<file path="config.mk">
export PLATFORM = sky130hd
export DESIGN_NAME = phy_status_and_irq_enable
export DESIGN_NICKNAME = d
export VERILOG_FILES = /design/src/design/sticky_event_bits.v /design/src/design/phy_status_and_irq_enable.v
export VERILOG_INCLUDE_DIRS = /design/src /design/src/design
export SDC_FILE = /design/constraint.sdc
export NUM_CORES = 1
export LEC_CHECK = 0
export ABC_AREA = 1
export BUFFER_PORTS_ARGS = -buffer_cell sky130_fd_sc_hd__buf_2
export CORE_ASPECT_RATIO = 1.5
export CORE_MARGIN = 2
export CORE_UTILIZATION = 50
export DETAILED_ROUTE_END_ITERATION = 10
export GPL_ROUTABILITY_DRIVEN = 0
export PLACE_DENSITY_LB_ADDON = 0.05
export SLEW_MARGIN = 40
export SYNTH_ARGS = -nofsm -noshare
export SYNTH_HDL_FRONTEND = slang
export SYNTH_HIERARCHICAL = 1
export SYNTH_SLANG_ARGS = --single-unit
</file>
<file path="constraint.sdc">
create_clock -name sys_clk_i -period 2.4 [get_ports sys_clk_i]
set_input_delay 0.24 -clock sys_clk_i [delete_from_list [all_inputs] [get_ports sys_clk_i]]
set_output_delay 0.24 -clock sys_clk_i [all_outputs]
set_load 0.01 [all_outputs]
</file>
<file path="src/design/phy_status_defines.vh">
// Constants for the quick status and interrupt enable register bank
`ifndef PHY_STATUS_DEFINES_VH
`define PHY_STATUS_DEFINES_VH

// ==========================================
// Register bus geometry
`define ADDR_W            5
`define DATA_W            16

// ==========================================
// Register offsets (register index on the management port)
`define OFF_QUICK_STATUS  5'h11
`define OFF_IRQ_ENABLE    5'h12
`define OFF_EVENT_STATUS  5'h13

// ==========================================
// Quick status field positions
`define QS_RATE_HI        15
`define QS_RATE_LO        14
`define QS_DUPLEX         13
`define QS_PAGE           12
`define QS_RESOLVED       11
`define QS_LINK           10
`define QS_XOVER_CD       9
`define QS_XOVER_AB       8
`define QS_FALLBACK       7
`define QS_SLEEP          6
`define QS_POL_HI         5
`define QS_POL_LO         2
`define QS_POL10          1
`define QS_JABBER         0

// ==========================================
// Event bit positions, shared by enable and event status words
`define EV_NEG_ERROR      15
`define EV_RATE           14
`define EV_DUPLEX         13
`define EV_PAGE           12
`define EV_NEG_DONE       11
`define EV_LINK           10
`define EV_FALSE_CARRIER  8
`define EV_XOVER          6
`define EV_FALLBACK       5
`define EV_SLEEP          4
`define EV_WAKE           3
`define EV_MAC_IF         2
`define EV_POLARITY       1
`define EV_JABBER         0

// ==========================================
// Reset values and masks
`define QS_RESET          16'h0002
`define EN_RESET          16'h0000
`define EV_RESET          16'h0000
`define EN_WMASK          16'hFD7F
`define ZERO_WORD         16'h0000

`endif

</file>
<file path="src/design/sticky_event_bits.v">
// Sticky event flags: set by hardware, cleared by writing a one, set wins
`timescale 1ns/1ps

module sticky_event_bits #(
  parameter W = 16
) (
  input  wire         sys_clk_i,
  input  wire         rst_i,
  input  wire [W-1:0] set_i,
  input  wire [W-1:0] clr_i,
  output wire [W-1:0] q_o
);

  // ==========================================
  // One flop per flag
  reg [W-1:0] flag_ff;

  genvar g;
  generate
    for (g = 0; g < W; g = g + 1) begin : g_flag
      always @(posedge sys_clk_i) begin
        if (rst_i) begin
          flag_ff[g] <= 1'b0;
        end else if (set_i[g]) begin
          // A new event in the clearing cycle is kept
          flag_ff[g] <= 1'b1;
        end else if (clr_i[g]) begin
          flag_ff[g] <= 1'b0;
        end
      end
    end
  endgenerate

  assign q_o = flag_ff;

endmodule // sticky_event_bits

</file>
<file path="src/design/phy_status_and_irq_enable.v">
// Quick status word, interrupt enable word and event status of the transceiver
// Function
// - Bits 15:14 give speed 00/01/10, 11 reserved; bit 13 full duplex.
// - Bit 12 latches on page arrival, clears when status word is read.
// - Bit 11 is one when negotiation done or disabled, else zero.
// - Bits 9 and 8 give crossover for C/D and A/B pairs.
// - Bit 6 is one while the transceiver sleeps.
// - Bits 5:2 give polarity of channels D,C,B,A, one means reversed.
// - Bit 1 gives 10 Mbps polarity, one correct, resets to one.
// - Bit 0 mirrors jabber detect and does not clear on read.
// - Interrupt raised for an event only if its enable bit is set.
// - Enables for negotiation error, speed, duplex, page at 15..12, reset zero.
// - Enables for negotiation done, link, false carrier at 11,10,8, reset zero.
// - Enables for crossover, fallback, sleep, wake at 6,5,4,3, reset zero.
// - Enables for media-interface error, polarity, jabber at 2,1,0, reset zero.
// - Event status latches every event regardless of its enable.
`timescale 1ns/1ps
`include "phy_status_defines.vh"

module phy_status_and_irq_enable (
  input  wire                 sys_clk_i,
  input  wire                 rst_i,
  // Register port
  input  wire [`ADDR_W-1:0]   addr_i,
  input  wire [`DATA_W-1:0]   wdata_i,
  input  wire                 wr_i,
  input  wire                 rd_i,
  output wire [`DATA_W-1:0]   rdata_o,
  output wire                 irq_o,
  // Line state from the datapath
  input  wire [1:0]           resolved_rate_i,
  input  wire                 full_duplex_i,
  input  wire                 page_rx_i,
  input  wire                 neg_enabled_i,
  input  wire                 neg_complete_i,
  input  wire                 link_up_i,
  input  wire                 crossover_pairs_cd_i,
  input  wire                 crossover_pairs_ab_i,
  input  wire                 fallback_active_i,
  input  wire                 sleep_i,
  input  wire [3:0]           channel_polarity_reversed_i,
  input  wire                 pol10_correct_i,
  input  wire                 jabber_i,
  // One-cycle event pulses from the datapath
  input  wire                 neg_error_i,
  input  wire                 false_carrier_i,
  input  wire                 fallback_event_i,
  input  wire                 wake_packet_i,
  input  wire                 mac_if_error_i
);

  // ==========================================
  // Address decode
  function hit;
    input [`ADDR_W-1:0] a;
    input [`ADDR_W-1:0] off;
    begin
      hit = (a == off);
    end
  endfunction

  wire rd_qs = rd_i & hit(addr_i, `OFF_QUICK_STATUS);
  wire rd_en = rd_i & hit(addr_i, `OFF_IRQ_ENABLE);
  wire rd_ev = rd_i & hit(addr_i, `OFF_EVENT_STATUS);
  wire wr_en = wr_i & hit(addr_i, `OFF_IRQ_ENABLE);
  wire wr_ev = wr_i & hit(addr_i, `OFF_EVENT_STATUS);

  // ==========================================
  // State
  reg  [`DATA_W-1:0] qs_ff;
  reg  [`DATA_W-1:0] nxt_qs;
  reg  [`DATA_W-1:0] en_ff;
  reg  [`DATA_W-1:0] rdata_ff;
  reg  [`DATA_W-1:0] nxt_rdata;
  reg                irq_ff;
  reg                primed_ff;
  reg  [`DATA_W-1:0] ev_set;
  wire [`DATA_W-1:0] ev_q;
  wire [`DATA_W-1:0] ev_clr;
  wire               resolved_now;

  // ==========================================
  // Quick status sampling
  assign resolved_now = neg_complete_i | ~neg_enabled_i;

  always @* begin
    nxt_qs                          = qs_ff;
    nxt_qs[`QS_RATE_HI:`QS_RATE_LO] = resolved_rate_i;
    nxt_qs[`QS_DUPLEX]              = full_duplex_i;
    nxt_qs[`QS_RESOLVED]            = resolved_now;
    nxt_qs[`QS_LINK]                = link_up_i;
    nxt_qs[`QS_XOVER_CD]            = crossover_pairs_cd_i;
    nxt_qs[`QS_XOVER_AB]            = crossover_pairs_ab_i;
    nxt_qs[`QS_FALLBACK]            = fallback_active_i;
    nxt_qs[`QS_SLEEP]               = sleep_i;
    nxt_qs[`QS_POL_HI:`QS_POL_LO]   = channel_polarity_reversed_i;
    nxt_qs[`QS_POL10]               = pol10_correct_i;
    nxt_qs[`QS_JABBER]              = jabber_i;
    // Page flag: arrival wins over the clearing read
    if (page_rx_i) begin
      nxt_qs[`QS_PAGE] = 1'b1;
    end else if (rd_qs) begin
      nxt_qs[`QS_PAGE] = 1'b0;
    end
  end

  always @(posedge sys_clk_i) begin
    if (rst_i) begin
      qs_ff <= `QS_RESET;
    end else begin
      qs_ff <= nxt_qs;
    end
  end

  // ==========================================
  // Event detection
  // Change events compare against last cycle's sample; the first cycle after
  // reset is skipped so reset values do not look like changes.
  always @* begin
    ev_set                    = `ZERO_WORD;
    ev_set[`EV_NEG_ERROR]     = neg_error_i;
    ev_set[`EV_RATE]          = resolved_rate_i != qs_ff[`QS_RATE_HI:`QS_RATE_LO];
    ev_set[`EV_DUPLEX]        = full_duplex_i != qs_ff[`QS_DUPLEX];
    ev_set[`EV_PAGE]          = page_rx_i;
    ev_set[`EV_NEG_DONE]      = resolved_now & ~qs_ff[`QS_RESOLVED];
    ev_set[`EV_LINK]          = link_up_i != qs_ff[`QS_LINK];
    ev_set[`EV_FALSE_CARRIER] = false_carrier_i;
    ev_set[`EV_XOVER]         = (crossover_pairs_cd_i != qs_ff[`QS_XOVER_CD]) |
                                (crossover_pairs_ab_i != qs_ff[`QS_XOVER_AB]);
    ev_set[`EV_FALLBACK]      = fallback_event_i;
    ev_set[`EV_SLEEP]         = sleep_i != qs_ff[`QS_SLEEP];
    ev_set[`EV_WAKE]          = wake_packet_i;
    ev_set[`EV_MAC_IF]        = mac_if_error_i;
    ev_set[`EV_POLARITY]      = (pol10_correct_i != qs_ff[`QS_POL10]) |
                                (channel_polarity_reversed_i != qs_ff[`QS_POL_HI:`QS_POL_LO]);
    ev_set[`EV_JABBER]        = jabber_i & ~qs_ff[`QS_JABBER];
    if (!primed_ff) begin
      ev_set = `ZERO_WORD;
      ev_set[`EV_NEG_ERROR]     = neg_error_i;
      ev_set[`EV_PAGE]          = page_rx_i;
      ev_set[`EV_FALSE_CARRIER] = false_carrier_i;
      ev_set[`EV_FALLBACK]      = fallback_event_i;
      ev_set[`EV_WAKE]          = wake_packet_i;
      ev_set[`EV_MAC_IF]        = mac_if_error_i;
    end
  end

  always @(posedge sys_clk_i) begin
    if (rst_i) begin
      primed_ff <= 1'b0;
    end else begin
      primed_ff <= 1'b1;
    end
  end

  // ==========================================
  // Event status, latched independent of enables
  assign ev_clr = wr_ev ? wdata_i : `ZERO_WORD;

  sticky_event_bits #(
    .W (`DATA_W)
  ) u_events (
    .sys_clk_i (sys_clk_i),
    .rst_i     (rst_i),
    .set_i     (ev_set & `EN_WMASK),
    .clr_i     (ev_clr),
    .q_o       (ev_q)
  );

  // ==========================================
  // Interrupt enable word
  // Reserved bits are masked on write so they always read zero.
  always @(posedge sys_clk_i) begin
    if (rst_i) begin
      en_ff <= `EN_RESET;
    end else if (wr_en) begin
      en_ff <= wdata_i & `EN_WMASK;
    end
  end

  // ==========================================
  // Interrupt output
  // Uses next-state values so the pin follows status without an extra lag.
  always @(posedge sys_clk_i) begin
    if (rst_i) begin
      irq_ff <= 1'b0;
    end else begin
      irq_ff <= |(((ev_q & ~ev_clr) | (ev_set & `EN_WMASK)) &
                  (wr_en ? (wdata_i & `EN_WMASK) : en_ff));
    end
  end

  // ==========================================
  // Read data, valid only in the cycle after the strobe
  always @* begin
    nxt_rdata = `ZERO_WORD;
    if (rd_qs) begin
      nxt_rdata = qs_ff;
    end else if (rd_en) begin
      nxt_rdata = en_ff;
    end else if (rd_ev) begin
      nxt_rdata = ev_q;
    end
  end

  always @(posedge sys_clk_i) begin
    if (rst_i) begin
      rdata_ff <= `ZERO_WORD;
    end else begin
      rdata_ff <= nxt_rdata;
    end
  end

  assign rdata_o = rdata_ff;
  assign irq_o   = irq_ff;

endmodule // phy_status_and_irq_enable

</file>
==> results of run 1 <==
per-layer routing:
metal	track usage [%]	vias up	share of wire, %
li1	-	1558	-
met1	26.15	1320	42
met2	43.42	71	51
met3	5.325	12	4.2
met4	9.615	0	2.2
met5	0	-	0
Yosys cell counts, types with 2 or more instances:
cell type    n
xor2_1       4
inv_2        3
inv_1      115
buf_2        4
nor2_1      30
nand2_2      2
a21oi_1     21
nor2_2       2
nand3_1      9
nand4_1      2
o211ai_1    24
nand2_1    153
buf_6        2
a21oi_2      9
xnor2_1      5
clkbuf_1     7
nor2_4       4
o221ai_1     4
nor3_1       2
dfxtp_1     66
worst max-delay path, delay by kind of cell (launching register included):
family | cells | cell delay, ns
simple gates | 8 | 0.64
flops | 1 | 0.53
buf+inv | 2 | 0.20
cell type report:
cell class	instances	share of cell area, %
sequential	66	34.56
inverter	119	11.68
clock buffer	11	3.959
tap	74	2.421
timing repair buffer	66	8.835
multi-input combinational	279	35.93
clock inverter	5	2.618
path summary, 6_finish.rpt:
check                  from  slack, ns  cells after the start        end
setup / recovery  primed_ff       0.97                     10      irq_o
hold / removal     jabber_i       0.11                      3   qs_ff[0]
setup reg to reg  primed_ff       0.97                     10      irq_o
hold reg to reg   qs_ff[12]       0.46                      2  qs_ff[12]
sequential cells by signal, indices dropped and copies added, names as in the netlist:
signal / count
rdata_o: 16
qs_ff: 16
u_events/q_o: 16
en_ff: 16
primed_ff: 1
irq_o: 1
stage by stage:
stage | utilization (%) | power, mW | std cells
4_1_cts | 61.49 | 2.584 | 620
6_report | 61.49 | 2.560 | 620
3_5_place_dp | 57.44 | 1.414 | 604
5_1_grt | 61.49 | 2.665 | 620
3_3_place_gp | 57.44 | 1.410 | 604
2_1_floorplan | - | 1.328 | 479
power groups by stage:
stage                     clock [mW]  combinational (mW)  sequential [mW]
after floorplan                    0               0.145             1.18
after global placement             0               0.220             1.19
after detailed placement           0               0.224             1.19
after CTS                       1.19               0.225             1.17
after global routing            1.24               0.255             1.17
final                           1.17               0.224             1.17
cells by family (layout without fill, tap and decap cells):
logic type                after synthesis  in the layout  share of synthesized area (%)
and+or+nand+nor                       207            207                          26.68
buffers and inverters                 134            201                          16.69
DFF                                    66             66                          40.90
AOI/OAI and AO/OA                      61             61                          13.17
xor gates and xnor gates                9              9                          2.440
other                                   1              2                         0.1161
==> flow_summary.toml, run 1 <==
[synth]
ys_ff_latch = 66
synth_ff_type = "dfxtp_1"
synthTopCellsByArea = "dfxtp_1, nand2_1, inv_1"
yosysWarnings = 6
post-synth-top-area-cell = "dfxtp_1"
synth_edf_count = 0
syn_avg_cell_area_um2 = 6.759
syn_area_mm2 = 0.003231
synth.top_cell.area_share_pct = 40.90
synthArstFlopShare_pct = 0
yosysUniqueCellTypes = 30
yosysSeqAreaShare_pct = 40.90
synth_cells = 478

[clock_tree]
cts_resized = 0
cts_buffers = 9
cts_root_buffer = "clkbuf_8"
cts_sinks = 66
hold_buffers = 0
cts.clk_slew.worst_paths_ns = 0.07
clock_latency_ns = 0.35
clock_path_buffers = 2
post_cts_buffers = 0
cts_tree = "yes"
ctsHtreeMaxLevel = 3

[drt]
routed_wirelength_um = 7717
first_pass_iters = 4
vias = 2961
avgRoutedWirePerCell_um = 12.45
drtIter0Drc = 121
drtAntennaViolNets = 0
drc = 0
vias_per_cell = 4.776

[timing]
slew-limit-headroom_pct = 57.34
finalMaxSlewViolations = 0
hold_slack_ns = 0.1055
min_period_ns = 1.430
tightest_slew_ns = 0.6360
setup_tns_ns = 0
setup_viol = 0
finalHoldViolations = 0
rsz0062_at_grt = "false"
max_freq_ghz = 0.6991
fin_skew_ns = 0.009184
fin_ws_ns = 0.9696
period_share_pct = 59.60

[floorplan]
die-width_um = 69.63
io-pin-count = 64
die_h_um = 102.4
num_rows = 35
die_area_mm2 = 0.007133
core_region_area_mm2 = 0.006218
start_util_pct = 51.95

[min_path]
min_path_type = "in -> reg"

[setup_path]
crit_chain = "inv_1 -> nor3_1 -> inv_1 -> nand2_1 -> nand2_1 -> nand2_1 -> nor2_1 -> nand2_1 -> nor2_1 -> nor2_1"
start_kind = "register"
crit_top_cell = "nand2_1"
crit_arrival_ns = 1.71
worst_setup_path_end_kind = "register"
crit_type = "reg -> reg"
critical_path_peak_fanout = 7
required_ns = 2.68
slowest_delay_ns = 0.53
slowest_stage = "dfxtp_1"

[run]
drv_cap = 0

[finish]
fin_area_mm2 = 0.003824
area_delta_synth_final_pct = 18.36
n_antenna_cell = 0
layout-drive-gt1-share_pct = 19.41
regArea_mm2 = 0.001321
layout_commonest_cell = "nand2_1"
nFillCells = 606
final_cell_mix = "nand2_1, inv_1, dfxtp_1, buf_2, nor2_1"
final_net_count = 588
multiInputGateArea_mm2 = 0.001374

[power_and_ir_drop]
power_frac_seq_pct = 45.5
p_switching_mw = 0.5910
swShare_pct = 23.09
power.internal_mw = 1.969
power_frac_clock_pct = 45.7
leakage_nw = 2.126
combinationalPowerShare_pct = 8.7
cellPowerDensity_mw_per_mm2 = 669.5
vdd_drop_max_v = 0.0006827

[placed_design]
numPortBuffers = 63
place_ws_ns = 0.6448
placed_cell_area_mm2 = 0.003572
dp_hpwl_um = 5444

[grt]
grt_overflow_total = 0
grt_first_pass_wirelength_um = 12870
grt_max_degree = 50
antenna_found_initial = 0
grt_pass1_vias = 2834
groute.usage.overall_pct = 23.51

[outcome]
outcome = "complete, no violations"
Power figures use the tool's default switching activity.
==> run 2: changes to the inputs <==
--- a/config.mk
+++ b/config.mk
@@ -6,7 +6,7 @@
 export SDC_FILE = /design/constraint.sdc
 export NUM_CORES = 1
 export LEC_CHECK = 0
-export ABC_AREA = 1
+export ABC_AREA = 0
 export BUFFER_PORTS_ARGS = -buffer_cell sky130_fd_sc_hd__buf_2
 export CORE_ASPECT_RATIO = 1.5
 export CORE_MARGIN = 2
==> constraint.sdc (replaced) <==
create_clock -name sys_clk_i -period 1.45 [get_ports sys_clk_i]
set_input_delay 0.145 -clock sys_clk_i [delete_from_list [all_inputs] [get_ports sys_clk_i]]
set_output_delay 0.145 -clock sys_clk_i [all_outputs]
set_load 0.01 [all_outputs]
==> flow_summary.toml, run 2 <==
[timing]
fin_skew_ns = 0.008874
fin_ws_ns = -0.1366
period_share_pct = 109.4
hold_slack_ns = 0.01030
finalHoldViolations = 0
setup_tns_ns = -0.1366
finalMaxSlewViolations = 0
max_freq_ghz = 0.6303
min_period_ns = 1.587
rsz0062_at_grt = "true"
setup_viol = 1

[drt]
routed_wirelength_um = 7050
drc = 0
drtAntennaViolNets = 0
first_pass_iters = 7
avgRoutedWirePerCell_um = 14.66
drtIter0Drc = 114
vias_per_cell = 5.245
vias = 2523

[power_and_ir_drop]
cellPowerDensity_mw_per_mm2 = 1043
leakage_nw = 1.829
power.total_mw = 3.880
vdd_drop_max_v = 0.0007040

[floorplan]
die-width_um = 65.58
die_h_um = 96.37
core_region_area_mm2 = 0.005492
start_util_pct = 51.79
die_area_mm2 = 0.006320
io-pin-count = 64
num_rows = 33

[min_path]
min_from = "fallback_active_i"
min_path_type = "in -> reg"

[synth]
post-synth-top-area-cell = "dfxtp_1"
synth-simple-area-share_pct = 20.81
synth.top_cell.area_share_pct = 46.46
yosysSeqAreaShare_pct = 46.46
synth_cells = 312
synthArstFlopShare_pct = 0
synth_xor_area_share_pct = 3.696
synth_edf_count = 0
syn_area_mm2 = 0.002844
synth_compound_area_share_pct = 17.47
synth_top_family_by_area = "simple AND/OR/NAND/NOR gates"
synth_ff_type = "dfxtp_1"
yosysWarnings = 6
yosysUniqueCellTypes = 43
synth_mux_area_share_pct = 4.048
yosysMostFrequentCell = "dfxtp_1"
synthTopCellsByArea = "dfxtp_1, a222oi_1, nor2_1"
synth_adder_area_share_pct = 0
ys_ff_latch = 66
syn_avg_cell_area_um2 = 9.115
synth_common_cells = "dfxtp_1, nor2_1, inv_1"

[grt]
grt_overflow_total = 0
grt_pass1_vias = 2504
groute.usage.overall_pct = 23.84
grt_first_pass_wirelength_um = 11200
antenna_found_initial = 0
grt_max_degree = 28

[finish]
nFillCells = 472
final_cell_mix = "buf_2, dfxtp_1, nor2_1, buf_4, inv_1"
multiInputGateArea_mm2 = 0.001361
fin_util_pct = 67.76
layout-drive-gt1-share_pct = 35.52
fin_area_mm2 = 0.003721
layout_commonest_cell = "buf_2"
final_cells = 481
final_net_count = 453
regArea_mm2 = 0.001326
n_antenna_cell = 0
area_delta_synth_final_pct = 30.84

[setup_path]
crit_type = "reg -> reg"
crit_arrival_ns = 1.79
r2r_start = "qs_ff[6]"
start_kind = "register"
required_ns = 1.65
worst_setup_path_end_kind = "register"
regToRegSetupSlack_ns = -0.14
reg2reg_to = "irq_o"
reg2regPathDepth = 6
endpoint = "irq_o"
startpoint = "qs_ff[6]"
critical_path_peak_fanout = 2

[placed_design]
post-place-cells = 465
place_ws_ns = -0.3857
placed_cell_area_mm2 = 0.003471
numPortBuffers = 63
dp_hpwl_um = 5136

[clock_tree]
clock_latency_ns = 0.34
cts_buffers = 9
cts.clk_slew.worst_paths_ns = 0.08
cts_root_buffer = "clkbuf_8"
post_cts_buffers = 0
ctsHtreeMaxLevel = 3
cts_tree = "yes"
clock_path_buffers = 2
cts_sinks = 66

[run]
drv_cap = 0

[outcome]
outcome = "finished, violations left"
violations = "setup timing"
[run 2: changes by cell type in the layout (fill, tap and decap cells not counted), moves of 7 or more]
cell      change
a222oi_1     +16
and3_1       +10
buf_4        +28
inv_1        -85
mux2i_1      +10
nand2_1     -145
nand2b_1     +16
nor2_1        +7
nor2b_1      +16
o211ai_1     -24
[run 2: repair_timing]
action / in CTS / in global routing
setup endpoints to repair: 1 / 1
gates resized for setup: 4 / 9
hold buffers: 0 / 0
[run 2: logic make-up after synthesis]
logic type,after synthesis
multiplexers,11
other,1
AO/OA/AOI/OAI,65
XOR/XNOR,12
buffers and inverters,47
flip-flops,66
AND/OR/NAND/NOR,110
[run 2: cell type report]
| cell class | count | share of cell area [%] |
|---|---|---|
| multi-input combinational | 200 | 36.58 |
| sequential | 66 | 35.64 |
| timing repair buffer | 98 | 16.88 |
| clock buffer | 9 | 3.329 |
| inverter | 31 | 3.127 |
| tap | 70 | 2.354 |
| clock inverter | 7 | 2.085 |
[run 2: worst min-delay path by stage]
stage | endpoint | cells past startpoint | slack (ns)
finish | qs_ff[7] | 2 | 0.01
global route | qs_ff[7] | 2 | 0.02
CTS | qs_ff[7] | 2 | 0.005
detailed placement | qs_ff[7] | 2 | 0.36
global placement | qs_ff[7] | 2 | 0.36
floorplan | qs_ff[1] | 1 | 0.25
[run 2: where the power goes]
part / switching (mW) / internal [mW]
clock: 0.748 / 0.811
combinational: 0.200 / 0.194
sequential: 0.0459 / 1.88
[run 2: critical path: stages, from the launching register on]
cell and delay (ns):
dfxtp_2 0.34, xnor2_2 0.13, nor2_2 0.06, o2bb2a_2 0.24, a2111o_1 0.39, nor4_2 0.16
a41oi_1 0.13
[run 2: layer usage]
| metal | part of all wire [%] | track usage [%] | vias up |
|---|---|---|---|
| met3 | 3.2 | 4.211 | 17 |
| li1 | - | - | 1258 |
| met1 | 41 | 25.83 | 1190 |
| met5 | 0 | 0 | - |
| met2 | 53 | 43.03 | 58 |
| met4 | 2.6 | 13.72 | 0 |
==> run 3: changes to the inputs <==
--- a/config.mk
+++ b/config.mk
@@ -6,13 +6,13 @@
 export SDC_FILE = /design/constraint.sdc
 export NUM_CORES = 1
 export LEC_CHECK = 0
-export ABC_AREA = 0
 export BUFFER_PORTS_ARGS = -buffer_cell sky130_fd_sc_hd__buf_2
 export CORE_ASPECT_RATIO = 1.5
 export CORE_MARGIN = 2
 export CORE_UTILIZATION = 50
 export DETAILED_ROUTE_END_ITERATION = 10
 export GPL_ROUTABILITY_DRIVEN = 0
+export GPL_TIMING_DRIVEN = 0
 export PLACE_DENSITY_LB_ADDON = 0.05
 export SLEW_MARGIN = 40
 export SYNTH_ARGS = -nofsm -noshare
==> flow_summary.toml, run 3 (synthesized netlist as in run 2, its figures left out) <==
[power_and_ir_drop]
p_switching_mw = 0.9363
vdd_drop_max_v = 0.0007882
power_frac_clock_pct = 38.1
power.total_mw = 3.730
swShare_pct = 25.10
power_frac_seq_pct = 51.7
power.internal_mw = 2.794
leakage_nw = 1.720
combinationalPowerShare_pct = 10.2
cellPowerDensity_mw_per_mm2 = 1047

[outcome]
violations = "setup timing"
outcome = "finished, violations left"

[setup_path]
crit_chain = "xnor2_2 -> nor2_2 -> o2bb2a_2 -> a2111o_1 -> nor4_4 -> a41oi_2"
regToRegSetupSlack_ns = -0.26
crit_type = "reg -> reg"
endpoint = "irq_o"
slowest_delay_ns = 0.44
reg2reg_to = "irq_o"
critical_path_peak_fanout = 2
crit_arrival_ns = 1.91
slowest_stage = "a2111o_1"
r2r_start = "qs_ff[6]"
required_ns = 1.65
worst_setup_path_end_kind = "register"
start_kind = "register"
startpoint = "qs_ff[6]"
reg2regPathDepth = 6

[clock_tree]
cts_sinks = 66
cts_buffers = 9
cts_root_buffer = "clkbuf_8"
ctsHtreeMaxLevel = 3
clock_latency_ns = 0.35
hold_buffers = 0
cts.clk_slew.worst_paths_ns = 0.07
cts_tree = "yes"
clock_path_buffers = 2

[floorplan]
start_util_pct = 51.79
die_h_um = 96.37
core_region_area_mm2 = 0.005492
die-width_um = 65.58
num_rows = 33
die_area_mm2 = 0.006320
io-pin-count = 64

[placed_design]
numPortBuffers = 62
post-place-cells = 445
place_ws_ns = -0.6010
dp_hpwl_um = 5332
placed_cell_area_mm2 = 0.003263

[finish]
final_cells = 461
fin_area_mm2 = 0.003563
final_net_count = 435
final_cell_mix = "buf_2, dfxtp_1, nor2_1, inv_1, a21oi_1"
area_delta_synth_final_pct = 25.30
fin_util_pct = 64.89
n_antenna_cell = 0
layout_commonest_cell = "buf_2"
layout-drive-gt1-share_pct = 32.23

[drt]
routed_wirelength_um = 7735
first_pass_iters = 6
drtIter0Drc = 265
avgRoutedWirePerCell_um = 16.78
vias = 2542
drtAntennaViolNets = 0
drc = 0
vias_per_cell = 5.514

[grt]
grt_max_degree = 11
groute.usage.overall_pct = 26.14
antenna_found_initial = 0
grt_pass1_vias = 2470
grt_overflow_total = 0
grt_first_pass_wirelength_um = 11850

[timing]
fin_ws_ns = -0.2599
period_share_pct = 117.9
setup_viol = 1
hold_slack_ns = 0.01697
fin_skew_ns = 0.008979
finalHoldViolations = 0
setup_tns_ns = -0.2599
finalMaxSlewViolations = 0
max_freq_ghz = 0.5848
min_period_ns = 1.710
slew-limit-headroom_pct = 57.19
rsz0062_at_grt = "true"
tightest_slew_ns = 0.6422

[min_path]
min_path_type = "in -> reg"

[run]
drv_cap = 0
## run 3: worst max-delay path, delay by kind of cell, from the launching register on
family,cells,cell delay [ns]
compound gates,3,0.83
xor+xnor,1,0.15
flops,1,0.34
simple gates,2,0.25
## run 3: metal layers
layer,GRT usage (%),up-vias,part of all wire (%)
met3,5.497,18,7.3
met2,47.11,106,52
met4,12.50,0,2.7
met1,28.90,1198,38
met5,0,-,0
li1,-,1220,-
## run 3: worst min-delay path by stage
stage | start | endpoint | slack (ns) | cells after the start
finish | rst_i | u_events/q_o[7] | 0.02 | 2
global route | rst_i | u_events/q_o[0] | 0.01 | 2
CTS | rst_i | u_events/q_o[0] | 0.003 | 2
detailed placement | rst_i | u_events/q_o[0] | 0.37 | 2
global placement | rst_i | u_events/q_o[14] | 0.36 | 2
floorplan | pol10_correct_i | qs_ff[1] | 0.25 | 1
## run 3: power by group through the flow
stage,Sequential [mW],Combinational [mW],Clock [mW]
after floorplan,1.96,0.208,0
after global placement,1.96,0.348,0
after detailed placement,1.97,0.354,0
after CTS,1.93,0.361,1.44
after global routing,1.94,0.420,1.51
final,1.93,0.381,1.42
## run 3: area by class of cell
| class | count | area, um^2 |
|---|---|---|
| plain buffers | 15 | 112.6 |
| fillers | 495 | 1928 |
| clock buffers | 12 | 165.2 |
| well taps | 70 | 87.58 |
| repair buffers | 65 | 356.6 |
| clock inverters | 2 | 12.51 |
| flip-flops and latches | 66 | 1326 |
| inverters | 31 | 121.4 |
| multi-input cells | 200 | 1381 |
## run 3: what timing repair did
item	in CTS	in global routing
pin swaps	0	3
gates resized for setup	6	21
setup endpoints to repair	11	11
cloned	0	1
buffers inserted	0	2
